==> src/rtl/crf_pkg.sv <==
package crf_pkg;
  localparam int          RF_COUNT      = 32;
  localparam int          DATA_W        = 8;
  localparam logic [15:0] DS_RF_LIMIT   = 16'h0020;
  localparam logic [15:0] IO_OFFSET     = 16'h0020;
  localparam logic [15:0] FLAGS_DS_ADDR = 16'h005F;
  localparam logic [5:0]  FLAGS_IO_ADDR = 6'(FLAGS_DS_ADDR - IO_OFFSET);
  localparam logic [7:0]  FLAGS_RESET   = 8'h00;
  localparam logic [15:0] WORD_RESET    = 16'h0000;
  localparam int          PTR_X_LO      = 26;
  localparam int          PTR_Y_LO      = 28;
  localparam int          PTR_Z_LO      = 30;
  localparam int          BIT_I         = 7;
  localparam int          BIT_T         = 6;
  localparam int          BIT_H         = 5;
  localparam int          BIT_S         = 4;
  localparam int          BIT_V         = 3;
  localparam int          BIT_N         = 2;
  localparam int          BIT_Z         = 1;
  localparam int          BIT_C         = 0;
  localparam logic [7:0]  MASK_ARITH    = 8'h3F;
  localparam logic [7:0]  MASK_LOGIC    = 8'h1E;
  localparam logic [7:0]  MASK_SHIFT    = 8'h1F;
  localparam logic [7:0]  MASK_INCDEC   = 8'h1E;
  localparam logic [7:0]  MASK_T        = 8'h40;
  localparam logic [7:0]  MASK_NONE     = 8'h00;

  typedef enum logic [4:0] {
    OP_NONE  = 5'h00,
    OP_ADD   = 5'h01,
    OP_ADC   = 5'h02,
    OP_SUB   = 5'h03,
    OP_SBC   = 5'h04,
    OP_AND   = 5'h05,
    OP_OR    = 5'h06,
    OP_EOR   = 5'h07,
    OP_COM   = 5'h08,
    OP_NEG   = 5'h09,
    OP_INC   = 5'h0A,
    OP_DEC   = 5'h0B,
    OP_LSR   = 5'h0C,
    OP_ROR   = 5'h0D,
    OP_ASR   = 5'h0E,
    OP_SWAP  = 5'h0F,
    OP_MOV   = 5'h10,
    OP_CP    = 5'h11,
    OP_BIT_STORE = 5'h12,
    OP_BIT_LOAD  = 5'h13
  } crf_alu_op_type;

  typedef struct packed {
    logic i;
    logic t;
    logic h;
    logic s;
    logic v;
    logic n;
    logic z;
    logic c;
  } crf_flags_type;

  typedef struct packed {
    logic           valid;
    crf_alu_op_type op;
    logic [4:0]     rd;
    logic [4:0]     rr;
    logic [7:0]     imm;
    logic           use_imm;
    logic [2:0]     bit_sel;
  } crf_alu_req_type;
endpackage

==> src/rtl/crf_core.sv <==
`timescale 1ns/100ps
module crf_core import crf_pkg::*; #(
  parameter int REGS = RF_COUNT
) (
  input  wire logic            i_clk,
  input  wire logic            i_reset,
  input  wire logic [15:0]     i_prog_word,
  input  wire logic            i_prog_valid,
  input  wire logic            i_fetch_hold,
  input  wire logic            i_fetch_flush,
  output logic [15:0]          o_exec_word,
  output logic                 o_exec_valid,
  input  wire crf_alu_req_type i_alu_req,
  output logic [7:0]           o_rd_data,
  output logic [7:0]           o_rr_data,
  output logic [7:0]           o_alu_result,
  input  wire logic            i_wide_rd_wr,
  input  wire logic            i_wide_wr,
  input  wire logic [3:0]      i_wide_pair,
  input  wire logic [15:0]     i_wide_wdata,
  output logic [15:0]          o_wide_rdata,
  input  wire logic [15:0]     i_ds_addr,
  input  wire logic            i_ds_rd,
  input  wire logic            i_ds_wr,
  input  wire logic [7:0]      i_ds_wdata,
  output logic [7:0]           o_ds_rdata,
  input  wire logic [5:0]      i_io_addr,
  input  wire logic            i_io_rd,
  input  wire logic            i_io_wr,
  input  wire logic [7:0]      i_io_wdata,
  output logic [7:0]           o_io_rdata,
  output logic [15:0]          o_ptr_x,
  output logic [15:0]          o_ptr_y,
  output logic [15:0]          o_ptr_z,
  output logic [15:0]          o_flash_addr,
  input  wire logic            i_irq_pending,
  input  wire logic            i_irq_ready,
  output logic                 o_irq_take,
  input  wire logic            i_irq_return,
  input  wire logic            i_irq_on,
  input  wire logic            i_irq_off,
  output crf_flags_type        o_flags
);
  logic [7:0]    rf_r [REGS];
  logic [7:0]    rf_nxt [REGS];
  crf_flags_type flags_r;
  crf_flags_type flags_nxt;
  logic [15:0]   exec_word_r;
  logic [15:0]   exec_word_nxt;
  logic          exec_valid_r;
  logic          exec_valid_nxt;
  logic [7:0]    result_r;
  logic [7:0]    ds_rdata_r;
  logic [7:0]    ds_rdata_nxt;
  logic [7:0]    io_rdata_r;
  logic [7:0]    io_rdata_nxt;

  // Instruction prefetch stage
  assign exec_word_nxt  = (i_prog_valid & ~i_fetch_hold) ?
                          i_prog_word : exec_word_r;
  assign exec_valid_nxt = i_fetch_flush ? 1'b0 :
                          i_fetch_hold  ? exec_valid_r :
                          i_prog_valid;

  always_ff @(posedge i_clk or posedge i_reset) begin
    if (i_reset) begin
      exec_word_r  <= WORD_RESET;
      exec_valid_r <= 1'b0;
    end else begin
      exec_word_r  <= exec_word_nxt;
      exec_valid_r <= exec_valid_nxt;
    end
  end

  assign o_exec_word  = exec_word_r;
  assign o_exec_valid = exec_valid_r;

  // Operand fetch
  wire [7:0] rd_val = rf_r[i_alu_req.rd];
  wire [7:0] rr_val = rf_r[i_alu_req.rr];
  wire [7:0] b_val  = i_alu_req.use_imm ? i_alu_req.imm : rr_val;

  assign o_rd_data = rd_val;
  assign o_rr_data = rr_val;

  wire [7:0]     alu_res;
  crf_flags_type alu_flags;
  wire [7:0]     alu_mask;
  wire           alu_write;

  crf_alu crf_alu_inst (
    .i_op      (i_alu_req.op),
    .i_a       (rd_val),
    .i_b       (b_val),
    .i_flags   (flags_r),
    .i_bit_sel (i_alu_req.bit_sel),
    .o_res     (alu_res),
    .o_flags   (alu_flags),
    .o_mask    (alu_mask),
    .o_write   (alu_write)
  );

  wire alu_we     = i_alu_req.valid & alu_write;
  wire alu_fl_upd = i_alu_req.valid;

  // Wide pair access for 16-bit result and operand
  wire [4:0]  wide_lo = {i_wide_pair, 1'b0};
  wire [4:0]  wide_hi = {i_wide_pair, 1'b1};
  assign o_wide_rdata = {rf_r[wide_hi], rf_r[wide_lo]};

  // Data-space and I/O-space decode
  wire ds_hit_rf    = (i_ds_addr < DS_RF_LIMIT);
  wire ds_hit_flags = (i_ds_addr == FLAGS_DS_ADDR);
  wire io_hit_flags = (i_io_addr == FLAGS_IO_ADDR);
  wire [4:0] ds_idx = i_ds_addr[4:0];
  wire ds_rf_wr     = i_ds_wr & ds_hit_rf;
  wire sw_ds_fl_wr  = i_ds_wr & ds_hit_flags;
  wire sw_io_fl_wr  = i_io_wr & io_hit_flags;
  wire sw_fl_wr     = sw_ds_fl_wr | sw_io_fl_wr;
  wire [7:0] sw_fl_data = sw_io_fl_wr ? i_io_wdata : i_ds_wdata;

  assign ds_rdata_nxt = ~i_ds_rd     ? ds_rdata_r :
                        ds_hit_rf    ? rf_r[ds_idx] :
                        ds_hit_flags ? flags_r : 8'h00;
  assign io_rdata_nxt = ~i_io_rd     ? io_rdata_r :
                        io_hit_flags ? flags_r : 8'h00;

  // Register file, one flop group per register
  genvar g;
  generate
    for (g = 0; g < REGS; g++) begin : g_rf
      localparam logic [4:0] IDX = 5'(g);
      wire hit_wide = i_wide_wr & (IDX[4:1] == i_wide_pair);
      wire hit_alu  = alu_we & (IDX == i_alu_req.rd);
      wire hit_ds   = ds_rf_wr & (IDX == ds_idx);
      wire [7:0] wide_byte = IDX[0] ? i_wide_wdata[15:8] :
                                      i_wide_wdata[7:0];
      assign rf_nxt[g] = hit_wide ? wide_byte :
                         hit_alu  ? alu_res :
                         hit_ds   ? i_ds_wdata : rf_r[g];

      always_ff @(posedge i_clk or posedge i_reset) begin
        if (i_reset) begin
          rf_r[g] <= 8'h00;
        end else begin
          rf_r[g] <= rf_nxt[g];
        end
      end
    end
  endgenerate

  // Pointer views over the top six registers
  assign o_ptr_x      = {rf_r[PTR_X_LO + 1], rf_r[PTR_X_LO]};
  assign o_ptr_y      = {rf_r[PTR_Y_LO + 1], rf_r[PTR_Y_LO]};
  assign o_ptr_z      = {rf_r[PTR_Z_LO + 1], rf_r[PTR_Z_LO]};
  assign o_flash_addr = o_ptr_z;

  // Interrupt gating
  assign o_irq_take = i_irq_pending & i_irq_ready & flags_r.i;

  // Flag register next value
  wire [7:0] fl_alu = alu_fl_upd ?
                      ((alu_flags & alu_mask) | (flags_r & ~alu_mask)) :
                      flags_r;
  wire fl_i_set = i_irq_return | i_irq_on;
  wire fl_i_clr = o_irq_take | i_irq_off;
  wire fl_i_hw  = fl_i_set ? 1'b1 :
                  fl_i_clr ? 1'b0 : fl_alu[BIT_I];
  wire [7:0] fl_hw = {fl_i_hw, fl_alu[BIT_T:0]};

  assign flags_nxt = sw_fl_wr ? crf_flags_type'(sw_fl_data) :
                     crf_flags_type'(fl_hw);

  // Flags are untouched by interrupt entry apart from the enable
  always_ff @(posedge i_clk or posedge i_reset) begin
    if (i_reset) begin
      flags_r <= crf_flags_type'(FLAGS_RESET);
    end else begin
      flags_r <= flags_nxt;
    end
  end

  // Registered results and read data
  always_ff @(posedge i_clk or posedge i_reset) begin
    if (i_reset) begin
      result_r   <= 8'h00;
      ds_rdata_r <= 8'h00;
      io_rdata_r <= 8'h00;
    end else begin
      result_r   <= alu_we ? alu_res : result_r;
      ds_rdata_r <= ds_rdata_nxt;
      io_rdata_r <= io_rdata_nxt;
    end
  end

  assign o_alu_result = result_r;
  assign o_ds_rdata   = ds_rdata_r;
  assign o_io_rdata   = io_rdata_r;
  assign o_flags      = flags_r;

  // Wide read-modify-write marker is informational for the pair path
  wire unused_wide_rd_wr = i_wide_rd_wr;
endmodule

==> src/rtl/crf_alu.sv <==
`timescale 1ns/100ps
module crf_alu import crf_pkg::*; (
  input  wire crf_alu_op_type i_op,
  input  wire logic [7:0]     i_a,
  input  wire logic [7:0]     i_b,
  input  wire crf_flags_type  i_flags,
  input  wire logic [2:0]     i_bit_sel,
  output logic [7:0]          o_res,
  output crf_flags_type       o_flags,
  output logic [7:0]          o_mask,
  output logic                o_write
);
  wire       cin_add = (i_op == OP_ADC) & i_flags.c;
  wire       cin_sub = (i_op == OP_SBC) & i_flags.c;
  wire [8:0] add_w   = {1'b0, i_a} + {1'b0, i_b} + {8'h00, cin_add};
  wire [8:0] sub_w   = {1'b0, i_a} - {1'b0, i_b} - {8'h00, cin_sub};
  wire [7:0] neg_w   = 8'h00 - i_a;
  wire [7:0] bit_one = 8'h01 << i_bit_sel;

  logic [7:0] r;
  logic       h;
  logic       v;
  logic       c;
  logic       zero_chain;

  always_comb begin
    r          = i_a;
    h          = i_flags.h;
    v          = i_flags.v;
    c          = i_flags.c;
    zero_chain = 1'b0;
    o_mask     = MASK_NONE;
    o_write    = 1'b1;
    case (i_op)
      OP_ADD, OP_ADC: begin
        r = add_w[7:0];
        c = add_w[8];
        h = (i_a[3] & i_b[3]) | (i_b[3] & ~r[3]) | (~r[3] & i_a[3]);
        v = (i_a[7] & i_b[7] & ~r[7]) | (~i_a[7] & ~i_b[7] & r[7]);
        o_mask = MASK_ARITH;
      end
      OP_SUB, OP_SBC, OP_CP: begin
        r = sub_w[7:0];
        c = sub_w[8];
        h = (~i_a[3] & i_b[3]) | (i_b[3] & r[3]) | (r[3] & ~i_a[3]);
        v = (i_a[7] & ~i_b[7] & ~r[7]) | (~i_a[7] & i_b[7] & r[7]);
        zero_chain = (i_op == OP_SBC);
        o_mask  = MASK_ARITH;
        o_write = (i_op != OP_CP);
      end
      OP_AND, OP_OR, OP_EOR: begin
        r = (i_op == OP_AND) ? (i_a & i_b) :
            (i_op == OP_OR)  ? (i_a | i_b) : (i_a ^ i_b);
        v = 1'b0;
        o_mask = MASK_LOGIC;
      end
      OP_COM: begin
        r = ~i_a;
        v = 1'b0;
        c = 1'b1;
        o_mask = MASK_SHIFT;
      end
      OP_NEG: begin
        r = neg_w;
        c = (neg_w != 8'h00);
        h = neg_w[3] | i_a[3];
        v = (neg_w == 8'h80);
        o_mask = MASK_ARITH;
      end
      OP_INC, OP_DEC: begin
        r = (i_op == OP_INC) ? (i_a + 8'h01) : (i_a - 8'h01);
        v = (i_op == OP_INC) ? (r == 8'h80) : (r == 8'h7F);
        o_mask = MASK_INCDEC;
      end
      OP_LSR, OP_ROR, OP_ASR: begin
        r = (i_op == OP_LSR) ? {1'b0, i_a[7:1]} :
            (i_op == OP_ROR) ? {i_flags.c, i_a[7:1]} : {i_a[7], i_a[7:1]};
        c = i_a[0];
        v = r[7] ^ i_a[0];
        o_mask = MASK_SHIFT;
      end
      OP_SWAP: r = {i_a[3:0], i_a[7:4]};
      OP_MOV:  r = i_b;
      OP_BIT_STORE: begin
        o_write = 1'b0;
        o_mask  = MASK_T;
      end
      OP_BIT_LOAD: r = i_flags.t ? (i_a | bit_one) : (i_a & ~bit_one);
      default: o_write = 1'b0;
    endcase
  end

  always_comb begin
    o_res     = r;
    o_flags   = i_flags;
    o_flags.t = |(i_a & bit_one);
    o_flags.h = h;
    o_flags.v = v;
    o_flags.n = r[7];
    o_flags.z = zero_chain ? ((r == 8'h00) & i_flags.z) : (r == 8'h00);
    o_flags.s = r[7] ^ v;
    o_flags.c = c;
  end
endmodule

==> config.mk <==
export PLATFORM = sky130hd
export DESIGN_NAME = crf_core
export DESIGN_NICKNAME = d
export VERILOG_FILES = /design/src/rtl/crf_pkg.sv /design/src/rtl/crf_core.sv /design/src/rtl/crf_alu.sv
export SDC_FILE = /design/constraint.sdc
export NUM_CORES = 2
export LEC_CHECK = 0
export BUFFER_PORTS_ARGS = -buffer_cell sky130_fd_sc_hd__buf_2
export CAP_MARGIN = 20
export CORE_MARGIN = 8
export CORE_UTILIZATION = 45
export CTS_CLUSTER_DIAMETER = 40
export DETAILED_ROUTE_END_ITERATION = 8
export PLACE_DENSITY = 0.66
export RECOVER_POWER = 50
export SLEW_MARGIN = 20
export SYNTH_ARGS = -nofsm -noshare
export SYNTH_HDL_FRONTEND = slang
export SYNTH_SLANG_ARGS = --single-unit
==> constraint.sdc <==
create_clock -name i_clk -period 23.1 [get_ports i_clk]
set_input_delay 5.775 -clock i_clk [delete_from_list [all_inputs] [get_ports i_clk]]
set_output_delay 5.775 -clock i_clk [all_outputs]
set_load 0.005 [all_outputs]
==> results by group <==
Cells and area
  • Synthesis-to-layout area growth: 11.6%
  • Layout cells sized above 1: 0.230
  • Number of standard cells in the layout, taps in and fillers out: 4143
  • Nets@finish: 3408

Power and ir drop
  • Largest voltage drop on the vdd net: approximately 0.065 mV
  • Leak pwr: around 13 nW
  • Power density over cell area: a little over 90 nW/um^2

Clock tree
  • Post-CTS sizing: 0
  • Buffers inserted during post-CTS setup optimization: 0
  • Root buffer selected by CTS: sky130_fd_sc_hd__clkbuf_16
  • Number of clock sinks: 305
  • CTS H-Tree Depth: 2
  • Maximum buffer depth of the clock tree: 3
  • Clock latency reported for the late side of the worst-skew pair: 0.64 ns
  • Clock tree from TritonCTS: done
  • CTS clock-pin slew for the worst setup and hold paths: 0.05 ns
  • TritonCTS buffer count: 59
  • CTS Hold Buffers Added: 0

Global routing
  • GRT Total Usage: 0.412
  • First-pass GRT wire length: 212000 microns
  • Vias in the first global route: ~29000
  • Number of antenna violations at the first check in global routing: 12
  • GRT overflow: 0
  • Pin count of the biggest net entering global routing: 140

Floorplanning
  • Number of ports placed on the die boundary: 264
  • Rows: 92
  • Floorplan die area: 71400 sq um
  • Die Span Y: 267 microns
  • Width of the die: 267 microns
  • Std-Cell Core Area: 62700 sq um
  • Initial core utilization: 0.453

Critical path
  • Critical setup path kind: input port to asynchronous set/reset pin
  • Sort of element at the end of the critical path: asynchronous set/reset pin
  • Data required, critical path: 21.84 ns
  • Critical-path maximum fanout: 139
  • Kind of launch point of the worst setup path: input port
  • R2r worst-path depth: 22
  • Data arrival at the endpoint of the critical path: approximately 15 ns

Synth
  • Cells after synthesis: between 3000 and 4000
  • Yosys top cell by area: sky130_fd_sc_hd__dfrtp_1
  • Area share of the largest cell type after synthesis: 0.269
  • Synth Net Count: 3354
  • Most used flip-flop cell after synthesis: sky130_fd_sc_hd__dfrtp_1
  • Register area share after synthesis: 0.269
  • Number of storage elements in the synthesis netlist: 305
  • Count of flip-flops with a built-in enable after synthesis: 0
  • Largest cells by area after synthesis: sky130_fd_sc_hd__dfrtp_1 (27%), sky130_fd_sc_hd__mux4_2 (20%), sky130_fd_sc_hd__nand2_1 (5.6%)
  • Yosys cell types: 92
  • Average cell area after synthesis: 8.90 sq um
  • Fraction of registers with async set or reset after synthesis: 1.00
  • Post-synth design cell area: 28400 sq um
  • Synth Warn #: 0

Routing
  • Met3 routed wirelength: 26000 microns
  • DRC viols: 0
  • Metal2 WL: between 60000 and 70000 microns
  • Vias after detailed routing: 30500
  • Final antenna-violating net count: 0
  • Number of search-and-repair iterations in the first detailed-routing pass: 9
  • Per-cell via count in the routed design: 7.37
  • Highest routed metal layer: met5
  • Average routed wire per standard cell: 36.6 microns
  • Detailed Route WL: between 150000 and 200000 microns
  • Total routed wire length on the met1 layer: around 51000 microns
  • DRT iter0 DRCs: 5385

STA
  • Crit share post-route: 0.689
  • Max Transition Viols Final: 310
  • Setup skew after layout: roughly 0.039 ns
  • Headroom to the max-slew limit: -4.26
  • Highest Clock Rate: 62.8 MHz
  • Setup-violating endpoint count in the final report: 0
  • RSZ-0062 raised after global routing: false
  • Final setup TNS: 0 ns
  • Time the final worst path needs with I/O delays and setup: 15.92 ns
  • Final hold violation count: 0
  • Tightest Pin Transition: 7.89 ns

Placement
  • Placed instance count: 4029
  • Buffers on Ports: 262
  • Final RePlAce weighted congestion: 1.06
  • Half-perimeter wire length after placement: 106000 microns

Status
  • Run status: complete, but fails checks
  • Violations in the final reports: capacitance limit, slew limit

Job
  • Maximum Capacitance Violations: 3

Hold path
  • Number of cells on the worst hold path: 2
  • Class of the worst hold path: flop to flop
## final cells by class
cell class,instances,area (sq um)
fill,5991,31000
multi-input combinational,2485,19000
sequential,305,7630
timing repair buffer,331,1780
clock buffer,70,1570
tap,846,1060
clock inverter,39,457
inverter,64,241
antenna,3,7.51
## power by group
part / switching (mW) / internal (mW)
Combinational: 0.578 / 0.468
Clock: 0.335 / 0.558
Sequential: 0.313 / 0.662
Total: 1.23 / 1.69
## synthesized netlist by cell type (36+ instances only)
cell	n
sky130_fd_sc_hd__buf_4	70
sky130_fd_sc_hd__o21ai_0	231
sky130_fd_sc_hd__nor2b_1	40
sky130_fd_sc_hd__a21oi_1	240
sky130_fd_sc_hd__ha_1	38
sky130_fd_sc_hd__inv_1	55
sky130_fd_sc_hd__mux2_2	53
sky130_fd_sc_hd__nand2_1	427
sky130_fd_sc_hd__mux2i_1	122
sky130_fd_sc_hd__mux4_2	253
sky130_fd_sc_hd__a22oi_1	38
sky130_fd_sc_hd__dfrtp_1	305
sky130_fd_sc_hd__nand3_1	59
sky130_fd_sc_hd__o22ai_1	53
sky130_fd_sc_hd__a211oi_1	50
sky130_fd_sc_hd__o211ai_1	36
sky130_fd_sc_hd__a31oi_1	85
sky130_fd_sc_hd__buf_2	41
sky130_fd_sc_hd__nor2_1	319
sky130_fd_sc_hd__clkbuf_1	186
sky130_fd_sc_hd__nor3_1	51
## kinds of logic after synthesis
family / synth area share
xor+xnor: 0.00401
fa+ha+maj: 0.0210
buf+inv: 0.0671
simple gates: 0.165
flops: 0.269
compound gates: 0.210
mux: 0.265
## path summary, 6_finish.rpt
check / start / endpoint / slack (ns)
worst max-delay path: i_reset / rf_r[113] / 7.18
worst min-delay path: o_alu_result[1] / o_alu_result[1] / 0.48
worst max register to register: o_flash_addr[0] / rf_r[99] / 16.41
worst min register to register: o_alu_result[1] / o_alu_result[1] / 0.48
max in group i_clk: i_alu_req[17] / o_rd_data[4] / 7.55
min in group asynchronous: i_reset / rf_r[151] / 6.72
## layer usage
layer | GRT usage | vias to the layer above
met4 | 0.286 | 8
met2 | 0.575 | 2891
met5 | 0 | -
met3 | 0.204 | 775
met1 | 0.492 | 14700
li1 | - | 12100
## per-stage QoR
step | hold WS [ns] | worst slack [ns] | util | total power [mW] | area [sq um]
2_1_floorplan | 0.473 | 8.89 | - | 1.49 | 28400
3_3_place_gp | 0.460 | 7.75 | 0.474 | 1.94 | 29700
3_5_place_dp | 0.470 | 7.73 | 0.474 | 1.95 | 29700
4_1_cts | 0.481 | 7.73 | 0.506 | 2.84 | 31700
5_1_grt | 0.511 | 5.51 | 0.505 | 2.97 | 31700
6_report | 0.479 | 7.18 | 0.505 | 2.91 | 31700
## worst max-delay path, stage by stage
cell,delay [ns]
sky130_fd_sc_hd__buf_2,0.10
sky130_fd_sc_hd__clkinvlp_2,2.85
sky130_fd_sc_hd__clkbuf_1,5.58
## flip-flops by register name, indices dropped and copies added, names as in the netlist, named ones only
signal and count:
o_ptr_x 16, o_ptr_y 16, rf_r 208, o_flash_addr 16
o_flags 1, o_io_rdata 8, o_ds_rdata 8, o_alu_result 8
o_exec_word 16, o_exec_valid 1
## layout by cell type (no fill, tap or decap), types with 32 or more instances in the layout
master                      instances
sky130_fd_sc_hd__mux2_2            53
sky130_fd_sc_hd__ha_1              38
sky130_fd_sc_hd__nor3_1            50
sky130_fd_sc_hd__o21ai_0          231
sky130_fd_sc_hd__buf_4             70
sky130_fd_sc_hd__inv_1             54
sky130_fd_sc_hd__buf_2            220
sky130_fd_sc_hd__clkbuf_1          46
sky130_fd_sc_hd__a211oi_1          50
sky130_fd_sc_hd__a31oi_1           85
sky130_fd_sc_hd__o22ai_1           53
sky130_fd_sc_hd__o211ai_1          36
sky130_fd_sc_hd__a22oi_1           38
sky130_fd_sc_hd__nor2b_1           38
sky130_fd_sc_hd__nand2b_1          33
sky130_fd_sc_hd__nand2_1          427
sky130_fd_sc_hd__a221oi_1          32
sky130_fd_sc_hd__mux4_2           253
sky130_fd_sc_hd__dfrtp_1          305
sky130_fd_sc_hd__mux2i_1          122
sky130_fd_sc_hd__clkbuf_16         59
sky130_fd_sc_hd__a21oi_1          238
sky130_fd_sc_hd__nor2_1           314
sky130_fd_sc_hd__nand3_1           59
Power figures use the tool's default switching activity.
